[src/inc/usb_ep0_pkg.sv]
/*
  Constants, register map and enumerations for the endpoint-0 control block.
  Assumes a 32-bit APB slave port and a single 25 MHz clock.
*/
// Operation
// setup arrival sets flag, raises interrupt
// in tokens get nak while flag set
// flag clear mid-token keeps one clean answer
// inactive endpoint gates in-flight token handling
// core off resets function logic
// software stalls unsupported or failed requests
// next setup clears endpoint stall
// stall clear waits for config access
// bus reset resets logic when enabled
// control writes ignored during bus reset when enabled
// software locks registers with zero key
// pll flags raised until pll stable
// bus reset sets interrupt flag
package usb_ep0_pkg;

  // ----------------------------------------------------------------
  // register byte offsets
  // ----------------------------------------------------------------
  localparam logic [11:0] OFS_CORE_CTRL = 12'h000;
  localparam logic [11:0] OFS_EP0_IN = 12'h004;
  localparam logic [11:0] OFS_EP0_OUT = 12'h008;
  localparam logic [11:0] OFS_IRQ_STAT = 12'h00C;
  localparam logic [11:0] OFS_IRQ_MASK = 12'h010;
  localparam logic [11:0] OFS_PLL_CTRL = 12'h014;
  localparam logic [11:0] OFS_PLL_STAT = 12'h018;
  localparam logic [11:0] OFS_KEY = 12'h01C;

  // ----------------------------------------------------------------
  // register indices after decode
  // ----------------------------------------------------------------
  typedef enum logic [3:0] {
    IDX_CORE_CTRL,
    IDX_EP0_IN,
    IDX_EP0_OUT,
    IDX_IRQ_STAT,
    IDX_IRQ_MASK,
    IDX_PLL_CTRL,
    IDX_PLL_STAT,
    IDX_KEY,
    IDX_NONE
  } reg_idx_t;

  // ----------------------------------------------------------------
  // field positions
  // ----------------------------------------------------------------
  localparam int CTRL_CORE_ON = 0;
  localparam int CTRL_FUNC_RST_EN = 1;
  localparam int EPCFG_ACTIVE = 0;
  localparam int EPCFG_STALL = 3;
  localparam int STAT_SETUP = 0;
  localparam int STAT_BUS_RST = 1;
  localparam int STAT_IN_DONE = 2;
  localparam int STAT_W = 3;
  localparam int PLL_EN = 0;
  localparam int PLL_FLAG = 0;

  // ----------------------------------------------------------------
  // reset values and key
  // ----------------------------------------------------------------
  localparam logic [STAT_W-1:0] MASK_RESET = 3'h0;
  // unlock key value is arbitrary
  localparam logic [31:0] UNLOCK_KEY = 32'h0000A5A5;

  // ----------------------------------------------------------------
  // timing: pll must show lock this long before flags stop
  // ----------------------------------------------------------------
  localparam int CLK_MHZ = 25;
  localparam int PLL_SETTLE_US = 16;
  localparam int PLL_SETTLE_CYC = PLL_SETTLE_US * CLK_MHZ;
  localparam int SETTLE_W = 9;

  // handshake chosen for an in token
  typedef enum logic [1:0] {
    ANS_DATA,
    ANS_NAK,
    ANS_STALL
  } ans_t;

endpackage

[src/rtl/usb_sync2.sv]
/*
  Two-stage synchroniser for one level arriving from outside the clock domain.
  Assumes the level is slow against clock_i.
*/
`timescale 1ns/1ps
module usb_sync2 (
  input wire logic clock_i,
  input wire logic sys_rst_i,
  input wire logic async_i,
  output logic sync_o
);

  logic meta_q;
  logic meta_d;
  logic sync_q;

  // first stage feeds only the second
  always_comb
  begin
    meta_d = async_i;
  end

  always_ff @(posedge clock_i or posedge sys_rst_i)
  begin
    if (sys_rst_i)
    begin
      meta_q <= 1'b0;
      sync_q <= 1'b0;
    end
    else
    begin
      meta_q <= meta_d;
      sync_q <= meta_q;
    end
  end

  assign sync_o = sync_q;

endmodule

[src/rtl/usb_pll_settle.sv]
/*
  Watches the synchronised pll lock level and reports instability until the
  lock has held for the settle time. Assumes lock_i is already synchronised.
*/
`timescale 1ns/1ps
module usb_pll_settle (
  input wire logic clock_i,
  input wire logic sys_rst_i,
  input wire logic enable_i,
  input wire logic lock_i,
  output logic unstable_o
);

  logic [usb_ep0_pkg::SETTLE_W-1:0] cnt_q;
  logic [usb_ep0_pkg::SETTLE_W-1:0] cnt_d;
  logic unstable_q;
  logic unstable_d;

  // any loss of lock restarts the count, so a glitchy pll keeps flagging
  always_comb
  begin
    cnt_d = cnt_q;
    unstable_d = 1'b0;
    if (!enable_i || !lock_i)
    begin
      cnt_d = '0;
      unstable_d = enable_i;
    end
    else if (cnt_q != usb_ep0_pkg::SETTLE_W'(usb_ep0_pkg::PLL_SETTLE_CYC))
    begin
      cnt_d = cnt_q + 1'b1;
      unstable_d = 1'b1;
    end
  end

  always_ff @(posedge clock_i or posedge sys_rst_i)
  begin
    if (sys_rst_i)
    begin
      cnt_q <= '0;
      unstable_q <= 1'b0;
    end
    else
    begin
      cnt_q <= cnt_d;
      unstable_q <= unstable_d;
    end
  end

  assign unstable_o = unstable_q;

endmodule

[src/rtl/usb_ep0_ctrl.sv]
/*
  Endpoint-0 control-transfer, stall, bus-reset and pll-flag logic with an
  APB register slave. Assumes a packet decoder on clock_i delivering setup and
  in-token pulses, and bus reset and pll lock as asynchronous levels.
*/
`timescale 1ns/1ps
module usb_ep0_ctrl (
  input wire logic clock_i,
  input wire logic sys_rst_i,
  input wire logic psel_i,
  input wire logic penable_i,
  input wire logic pwrite_i,
  input wire logic [11:0] paddr_i,
  input wire logic [31:0] pwdata_i,
  output logic [31:0] prdata_o,
  output logic pready_o,
  output logic pslverr_o,
  input wire logic setup_rx_i,
  input wire logic in_tok_start_i,
  input wire logic in_tok_end_i,
  input wire logic bus_reset_i,
  input wire logic pll_lock_i,
  output logic in_data_o,
  output logic in_nak_o,
  output logic in_stall_o,
  output logic core_rst_o,
  output logic pll_en_o,
  output logic irq_o
);

  // ----------------------------------------------------------------
  // address decode
  // ----------------------------------------------------------------
  function automatic usb_ep0_pkg::reg_idx_t decode(input logic [11:0] a);
    if (a == usb_ep0_pkg::OFS_CORE_CTRL) return usb_ep0_pkg::IDX_CORE_CTRL;
    else if (a == usb_ep0_pkg::OFS_EP0_IN) return usb_ep0_pkg::IDX_EP0_IN;
    else if (a == usb_ep0_pkg::OFS_EP0_OUT) return usb_ep0_pkg::IDX_EP0_OUT;
    else if (a == usb_ep0_pkg::OFS_IRQ_STAT) return usb_ep0_pkg::IDX_IRQ_STAT;
    else if (a == usb_ep0_pkg::OFS_IRQ_MASK) return usb_ep0_pkg::IDX_IRQ_MASK;
    else if (a == usb_ep0_pkg::OFS_PLL_CTRL) return usb_ep0_pkg::IDX_PLL_CTRL;
    else if (a == usb_ep0_pkg::OFS_PLL_STAT) return usb_ep0_pkg::IDX_PLL_STAT;
    else if (a == usb_ep0_pkg::OFS_KEY) return usb_ep0_pkg::IDX_KEY;
    else return usb_ep0_pkg::IDX_NONE;
  endfunction

  // ----------------------------------------------------------------
  // state
  // ----------------------------------------------------------------
  logic core_on_q, core_on_d, fre_q, fre_d, stall_pend_q, stall_pend_d, tok_busy_q, tok_busy_d;
  logic [1:0] ep_act_q, ep_act_d, stall_q, stall_d;
  logic [usb_ep0_pkg::STAT_W-1:0] stat_q, stat_d, mask_q, mask_d;
  logic pll_en_q, pll_en_d, pll_flag_q, pll_flag_d, unlocked_q, unlocked_d, brst_prev_q, brst_prev_d;
  usb_ep0_pkg::ans_t tok_ans_q, tok_ans_d;
  logic data_q, data_d, nak_q, nak_d, stl_q, stl_d, irq_q, irq_d, core_rst_q, core_rst_d;
  logic pready_q, pready_d, pslverr_q, pslverr_d;
  logic [31:0] prdata_q, prdata_d;
  logic bus_rst_s, pll_lock_s, pll_unstable, func_rst, wr_en, cfg_access, wr_ok, bus_rst_edge;
  usb_ep0_pkg::reg_idx_t idx;

  // external levels cross into the clock domain
  usb_sync2 u_sync_brst (.clock_i(clock_i), .sys_rst_i(sys_rst_i), .async_i(bus_reset_i), .sync_o(bus_rst_s));
  usb_sync2 u_sync_lock (.clock_i(clock_i), .sys_rst_i(sys_rst_i), .async_i(pll_lock_i), .sync_o(pll_lock_s));
  // pll settle watch
  usb_pll_settle u_settle (.clock_i(clock_i), .sys_rst_i(sys_rst_i), .enable_i(pll_en_q), .lock_i(pll_lock_s),
    .unstable_o(pll_unstable));

  // ----------------------------------------------------------------
  // shared terms
  // ----------------------------------------------------------------
  // core off resets
  // host reset resets
  assign func_rst = !core_on_q || (fre_q && bus_rst_s);
  assign idx = decode(paddr_i);
  assign wr_en = psel_i && penable_i && pwrite_i && pready_q;
  // a config access spans setup and access phase of the transfer
  assign cfg_access = psel_i && (idx == usb_ep0_pkg::IDX_EP0_IN || idx == usb_ep0_pkg::IDX_EP0_OUT);
  assign bus_rst_edge = bus_rst_s && !brst_prev_q;

  // block control writes
  // locked registers, and control registers under bus reset with function reset enabled, drop writes silently
  always_comb
  begin
    wr_ok = wr_en && (unlocked_q || idx == usb_ep0_pkg::IDX_KEY);
    if (fre_q && bus_rst_s && (idx == usb_ep0_pkg::IDX_CORE_CTRL || idx == usb_ep0_pkg::IDX_EP0_IN
        || idx == usb_ep0_pkg::IDX_EP0_OUT || idx == usb_ep0_pkg::IDX_PLL_CTRL))
      wr_ok = 1'b0;
  end

  // ----------------------------------------------------------------
  // next-state logic
  // ----------------------------------------------------------------
  always_comb
  begin
    core_on_d = core_on_q;
    fre_d = fre_q;
    ep_act_d = ep_act_q;
    stall_d = stall_q;
    stall_pend_d = stall_pend_q;
    stat_d = stat_q;
    mask_d = mask_q;
    pll_en_d = pll_en_q;
    pll_flag_d = pll_flag_q;
    unlocked_d = unlocked_q;
    tok_busy_d = tok_busy_q;
    tok_ans_d = tok_ans_q;
    data_d = 1'b0;
    nak_d = 1'b0;
    stl_d = 1'b0;
    brst_prev_d = bus_rst_s;
    // software writes first, hardware events override below
    if (wr_ok)
    begin
      case (idx)
        usb_ep0_pkg::IDX_CORE_CTRL:
        begin
          core_on_d = pwdata_i[usb_ep0_pkg::CTRL_CORE_ON];
          fre_d = pwdata_i[usb_ep0_pkg::CTRL_FUNC_RST_EN];
        end
        usb_ep0_pkg::IDX_EP0_IN:
        begin
          ep_act_d[0] = pwdata_i[usb_ep0_pkg::EPCFG_ACTIVE];
          stall_d[0] = pwdata_i[usb_ep0_pkg::EPCFG_STALL];
        end
        usb_ep0_pkg::IDX_EP0_OUT:
        begin
          ep_act_d[1] = pwdata_i[usb_ep0_pkg::EPCFG_ACTIVE];
          stall_d[1] = pwdata_i[usb_ep0_pkg::EPCFG_STALL];
        end
        usb_ep0_pkg::IDX_IRQ_STAT: stat_d = stat_q & ~pwdata_i[usb_ep0_pkg::STAT_W-1:0];
        usb_ep0_pkg::IDX_IRQ_MASK: mask_d = pwdata_i[usb_ep0_pkg::STAT_W-1:0];
        usb_ep0_pkg::IDX_PLL_CTRL: pll_en_d = pwdata_i[usb_ep0_pkg::PLL_EN];
        usb_ep0_pkg::IDX_PLL_STAT: pll_flag_d = 1'b0;
        // any value but the key locks
        usb_ep0_pkg::IDX_KEY: unlocked_d = (pwdata_i == usb_ep0_pkg::UNLOCK_KEY);
        default: unlocked_d = unlocked_q;
      endcase
    end
    // flag set wins
    if (pll_unstable) pll_flag_d = 1'b1;
    // bus reset flag
    if (bus_rst_edge) stat_d[usb_ep0_pkg::STAT_BUS_RST] = 1'b1;
    if (func_rst)
    begin
      // wipe function state
      ep_act_d = 2'b00;
      stall_d = 2'b00;
      stall_pend_d = 1'b0;
      tok_busy_d = 1'b0;
      tok_ans_d = usb_ep0_pkg::ANS_DATA;
      stat_d[usb_ep0_pkg::STAT_SETUP] = 1'b0;
    end
    else
    begin
      // deferred clear after access
      if (stall_pend_q && !cfg_access)
      begin
        stall_d = 2'b00;
        stall_pend_d = 1'b0;
      end
      if (setup_rx_i)
      begin
        // setup sets flag
        stat_d[usb_ep0_pkg::STAT_SETUP] = 1'b1;
        // setup clears stall
        if (cfg_access) stall_pend_d = 1'b1;
        else stall_d = 2'b00;
      end
      // decision frozen at token start
      // a flag clear in the crc bits cannot change the answer in flight
      if (in_tok_start_i)
      begin
        tok_busy_d = 1'b1;
        // nak while pending
        if (stat_q[usb_ep0_pkg::STAT_SETUP]) tok_ans_d = usb_ep0_pkg::ANS_NAK;
        else if (stall_q[0]) tok_ans_d = usb_ep0_pkg::ANS_STALL;
        else tok_ans_d = usb_ep0_pkg::ANS_DATA;
      end
      else if (in_tok_end_i && tok_busy_q)
      begin
        tok_busy_d = 1'b0;
        // inactive endpoint orphans token
        if (ep_act_q[0])
        begin
          case (tok_ans_q)
            usb_ep0_pkg::ANS_NAK: nak_d = 1'b1;
            usb_ep0_pkg::ANS_STALL: stl_d = 1'b1;
            default:
            begin
              data_d = 1'b1;
              stat_d[usb_ep0_pkg::STAT_IN_DONE] = 1'b1;
            end
          endcase
        end
      end
    end
    irq_d = |(stat_d & mask_d);
    core_rst_d = !core_on_d || (fre_d && bus_rst_s);
  end

  // ----------------------------------------------------------------
  // apb answer: data prepared in setup phase, ready in access phase
  // ----------------------------------------------------------------
  always_comb
  begin
    pready_d = psel_i && !penable_i;
    pslverr_d = psel_i && !penable_i && (idx == usb_ep0_pkg::IDX_NONE);
    prdata_d = 32'h00000000;
    if (psel_i && !penable_i && !pwrite_i)
    begin
      if (idx == usb_ep0_pkg::IDX_CORE_CTRL)
      begin
        prdata_d[usb_ep0_pkg::CTRL_CORE_ON] = core_on_q;
        prdata_d[usb_ep0_pkg::CTRL_FUNC_RST_EN] = fre_q;
      end
      else if (idx == usb_ep0_pkg::IDX_EP0_IN)
      begin
        prdata_d[usb_ep0_pkg::EPCFG_ACTIVE] = ep_act_q[0];
        prdata_d[usb_ep0_pkg::EPCFG_STALL] = stall_q[0];
      end
      else if (idx == usb_ep0_pkg::IDX_EP0_OUT)
      begin
        prdata_d[usb_ep0_pkg::EPCFG_ACTIVE] = ep_act_q[1];
        prdata_d[usb_ep0_pkg::EPCFG_STALL] = stall_q[1];
      end
      else if (idx == usb_ep0_pkg::IDX_IRQ_STAT) prdata_d[usb_ep0_pkg::STAT_W-1:0] = stat_q;
      else if (idx == usb_ep0_pkg::IDX_IRQ_MASK) prdata_d[usb_ep0_pkg::STAT_W-1:0] = mask_q;
      else if (idx == usb_ep0_pkg::IDX_PLL_CTRL) prdata_d[usb_ep0_pkg::PLL_EN] = pll_en_q;
      else if (idx == usb_ep0_pkg::IDX_PLL_STAT) prdata_d[usb_ep0_pkg::PLL_FLAG] = pll_flag_q;
      else if (idx == usb_ep0_pkg::IDX_KEY) prdata_d[0] = unlocked_q;
    end
  end

  // ----------------------------------------------------------------
  // registers
  // ----------------------------------------------------------------
  always_ff @(posedge clock_i or posedge sys_rst_i)
  begin
    if (sys_rst_i)
    begin
      core_on_q <= 1'b0;
      fre_q <= 1'b0;
      ep_act_q <= 2'b00;
      stall_q <= 2'b00;
      stall_pend_q <= 1'b0;
      stat_q <= '0;
      mask_q <= usb_ep0_pkg::MASK_RESET;
      pll_en_q <= 1'b0;
      pll_flag_q <= 1'b0;
      unlocked_q <= 1'b0;
      tok_busy_q <= 1'b0;
      tok_ans_q <= usb_ep0_pkg::ANS_DATA;
      brst_prev_q <= 1'b0;
      data_q <= 1'b0;
      nak_q <= 1'b0;
      stl_q <= 1'b0;
      irq_q <= 1'b0;
      core_rst_q <= 1'b1;
      pready_q <= 1'b0;
      pslverr_q <= 1'b0;
      prdata_q <= 32'h00000000;
    end
    else
    begin
      core_on_q <= core_on_d;
      fre_q <= fre_d;
      ep_act_q <= ep_act_d;
      stall_q <= stall_d;
      stall_pend_q <= stall_pend_d;
      stat_q <= stat_d;
      mask_q <= mask_d;
      pll_en_q <= pll_en_d;
      pll_flag_q <= pll_flag_d;
      unlocked_q <= unlocked_d;
      tok_busy_q <= tok_busy_d;
      tok_ans_q <= tok_ans_d;
      brst_prev_q <= brst_prev_d;
      data_q <= data_d;
      nak_q <= nak_d;
      stl_q <= stl_d;
      irq_q <= irq_d;
      core_rst_q <= core_rst_d;
      pready_q <= pready_d;
      pslverr_q <= pslverr_d;
      prdata_q <= prdata_d;
    end
  end

  assign prdata_o = prdata_q;
  assign pready_o = pready_q;
  assign pslverr_o = pslverr_q;
  assign in_data_o = data_q;
  assign in_nak_o = nak_q;
  assign in_stall_o = stl_q;
  assign core_rst_o = core_rst_q;
  assign pll_en_o = pll_en_q;
  assign irq_o = irq_q;
endmodule

[config.mk]
export PLATFORM = sky130hd
export DESIGN_NAME = usb_ep0_ctrl
export DESIGN_NICKNAME = d
export VERILOG_FILES = /design/src/inc/usb_ep0_pkg.sv /design/src/rtl/usb_sync2.sv /design/src/rtl/usb_pll_settle.sv /design/src/rtl/usb_ep0_ctrl.sv
export SDC_FILE = /design/constraint.sdc
export NUM_CORES = 1
export LEC_CHECK = 0
export BUFFER_PORTS_ARGS = -buffer_cell sky130_fd_sc_hd__buf_2
export CAP_MARGIN = 15
export CORE_UTILIZATION = 49
export DETAILED_ROUTE_END_ITERATION = 6
export PLACE_DENSITY = 0.81
export SYNTH_ARGS = -nofsm -noshare
export SYNTH_HDL_FRONTEND = slang
export SYNTH_SLANG_ARGS = --single-unit
[constraint.sdc]
create_clock -name clock_i -period 4.1 [get_ports clock_i]
set_input_delay 0.615 -clock clock_i [delete_from_list [all_inputs] [get_ports clock_i]]
set_output_delay 0.615 -clock clock_i [all_outputs]
set_load 0.02 [all_outputs]
==> impl_metrics.env <==
export IMPL_finalCriticalPeriod_ps=2491
export IMPL_antenna_found_initial=0
export IMPL_design_area_um2=2764
export IMPL_clk_latency_ps=300
export IMPL_antenna_cells=0
export IMPL_fmax_ghz=0.4015
export IMPL_wl_um=4999
export IMPL_p_per_area_nw_per_um2=319.4
export IMPL_drcViolationCount=0
export IMPL_grt_max_degree=24
export IMPL_ant_nets=0
export IMPL_cp_start_kind="input port"
export IMPL_num_rows=24
export IMPL_finClkSkew_ps=5.366
export IMPL_avgSynthCellArea_um2=10.32
export IMPL_vias_per_cell=5.381
export IMPL_cpPeakStageDelay_ps=760
export IMPL_p_leak_uw=0.001365
export IMPL_synth_edff_count=0
export IMPL_critPathArrivalTime_ps=2720
export IMPL_dieArea_um2=5105
export IMPL_core_um2=4504
export IMPL_grt_pass1_vias=1661
export IMPL_ys_flop_type="dfrtp_1"
export IMPL_finalHoldViolations=0
export IMPL_overflow=0
export IMPL_firstDrtPassIters=4
export IMPL_area_delta_synth_final_pct=16.94
export IMPL_nFillCells=380
export IMPL_cp_max_fo=8
export IMPL_critPathKind="input port to register"
export IMPL_yosysSeqAreaShare_pct=47.70
export IMPL_track_usage_pct=21.29
export IMPL_fin_nets=357
export IMPL_dp_hpwl_um=3885
export IMPL_layout_cells_non_filler=352
export IMPL_final_layout_size_suffix_gt1_share_pct=29.00
export IMPL_status="completed"
export IMPL_synth_async_reset_ratio_pct=100.0
export IMPL_hold_class="register to register"
export IMPL_cap_violations=0
export IMPL_vias=1894
export IMPL_crit_required_ps=4330
export IMPL_post_route_period_util_pct=60.74
export IMPL_io_buffers=65
export IMPL_drtIter0Drc=109
export IMPL_die_y_um=71.45
export IMPL_placed_area_um2=2644
export IMPL_dp_cells=344
export IMPL_crit_family="simple AND/OR/NAND/NOR gates"
export IMPL_ios=94
export IMPL_cts_path_max_buffers=2
export IMPL_rsz0062_at_grt="false"
export IMPL_syn_inst=229
export IMPL_root_buffer="clkbuf_8"
export IMPL_ir_drop_v=0.0001926
export IMPL_cts_made_buffers=5
export IMPL_tightest_slew_ps=928.7
export IMPL_cts_setup_buffers=0
export IMPL_cts_sinks=45
export IMPL_synth_cell_area_um2=2364
export IMPL_slew_headroom_pct=37.61
export IMPL_cts_htree_levels=2
export IMPL_finalPower_uw=882.7
export IMPL_clkSlewWorstSetupHoldPaths_ps=90
export IMPL_gp_congestion=0.9199
export IMPL_drv_slew=0
export IMPL_ctsHoldBuffers=0
export IMPL_setup_worst_path_end_class="register"
export IMPL_ys_ff_latch=45
export IMPL_setup_viol=0
export IMPL_initial_core_util_pct=52.47
export IMPL_die_w_um=71.45
export IMPL_yosysWarnings=0
export IMPL_grt_pass1_wl_um=8079
export IMPL_cts_resized=0
export IMPL_crit_buf_inv=1
export IMPL_slowest_stage="nor3_1"
export IMPL_wire_per_inst_um=14.20
export IMPL_yosysUniqueCellTypes=50
export IMPL_crit_chain="buf_2 > or4_4 > nor3_1 > nand4_1 > mux2_2 > o21ai_0"
export IMPL_tns_ps=0
export IMPL_cts_tree="done"
## state kept, by name, indices dropped and copies added (netlist names), 2 cells and up
register	flops
stat_q	3
mask_q	3
ep_act_q	2
tok_ans_q	2
stall_q	2
u_settle.cnt_q	9
prdata_o	4
## stage by stage
step / hold WS [ps] / utilization (%) / setup slack [ps]
floorplan: 331.2 / - / 1551
global placement: 333.8 / 58.69 / 1357
detailed placement: 336.3 / 58.69 / 1340
CTS: 356.9 / 61.36 / 1646
global route: 367.9 / 61.36 / 1464
finish: 354.4 / 61.36 / 1609
## worst reg2reg max path: stages (launching register included)
cell,delay (ps)
dfrtp_1,350
and4_1,320
nand2_1,140
nor3_1,380
mux2i_1,310
o221ai_1,140
## kinds of logic after synthesis
| logic type | after synthesis | share of synthesized area, % |
|---|---|---|
| AND/OR/NAND/NOR | 85 | 20.59 |
| flip-flops | 45 | 47.70 |
| buffers and inverters | 45 | 11.65 |
| AO/OA/AOI/OAI | 28 | 7.835 |
| multiplexers | 16 | 8.099 |
| XOR/XNOR | 5 | 1.853 |
| adder cells (fa/ha/maj) | 4 | 2.118 |
| other | 1 | 0.1587 |
## power breakdown
| part | internal (uW) | switching, uW | total (uW) |
|---|---|---|---|
| sequential | 447 | 1.53 | 448 |
| combinational | 26.8 | 55.7 | 82.5 |
| clock | 198 | 154 | 352 |
| total | 672 | 211 | 883 |
## final timing paths
path / to / slack (ps) / from / depth (start not counted)
setup / recovery: core_rst_o / 1610 / paddr_i[6] / 6
hold / removal: u_sync_lock.sync_o / 350 / u_sync_lock.meta_q / 0
setup reg to reg: irq_o / 2320 / pready_o / 5
hold reg to reg: u_sync_lock.sync_o / 350 / u_sync_lock.meta_q / 0
max in group asynchronous: core_rst_o / 2780 / sys_rst_i / 3
min in group asynchronous: prdata_o[1] / 470 / sys_rst_i / 2
## cell usage after synthesis, types with 2 or more instances
cell type,number,area [um2]
dfrtp_1,44,1101
nor2_1,18,67.56
mux4_2,2,45.04
or2_2,2,12.51
nor3_1,5,25.02
nor2b_1,2,12.51
ha_1,4,50.05
and3_1,5,31.28
xnor2_1,2,17.52
a21boi_0,2,15.01
buf_4,28,210.2
inv_1,15,56.30
nand2b_1,2,12.51
or3_1,5,31.28
xor2_1,3,26.28
a31oi_1,5,31.28
nor4bb_1,3,30.03
and4_1,3,26.28
mux2i_1,9,90.09
a21oi_1,5,25.02
nor4_1,6,37.54
mux2_2,4,45.04
nand4_1,5,31.28
o21ai_0,7,35.03
nand2_1,14,52.55
nand3_1,5,25.02
## cell usage in the layout, fill, tap and decap left out, types with 3 or more instances in the layout
master / synthesis / final
nor3_1: 5 / 5
inv_1: 15 / 15
clkbuf_8: 0 / 6
and3_1: 5 / 5
or3_1: 5 / 5
dfrtp_1: 44 / 44
ha_1: 4 / 4
mux2i_1: 9 / 9
buf_2: 0 / 65
and4_1: 3 / 3
o21ai_0: 7 / 7
nand4_1: 5 / 5
nor2_1: 18 / 18
nand3_1: 5 / 5
nand2_1: 14 / 14
mux2_2: 4 / 4
a21oi_1: 5 / 5
a31oi_1: 5 / 5
nor4_1: 6 / 6
nor4bb_1: 3 / 3
conb_1: 1 / 28
xor2_1: 3 / 3
## final cells by class
type                       instances  area [um2]  area share (%)
clock inverter                     2       37.54           1.358
clock buffer                       6       82.58           2.988
timing repair buffer              66       332.8           12.04
inverter                          15       56.30           2.037
tap                               52       65.06           2.354
sequential                        45        1127           40.79
multi-input combinational        166        1062           38.43
## layer usage
layer	vias to the layer above	global-route usage [%]	wire [um]
li1	897	-	-
met1	860	28.91	2165
met2	130	34.07	2340
met3	7	4.923	421
met4	0	7.190	71
met5	-	0	0
(Power assumes the default switching activity.)
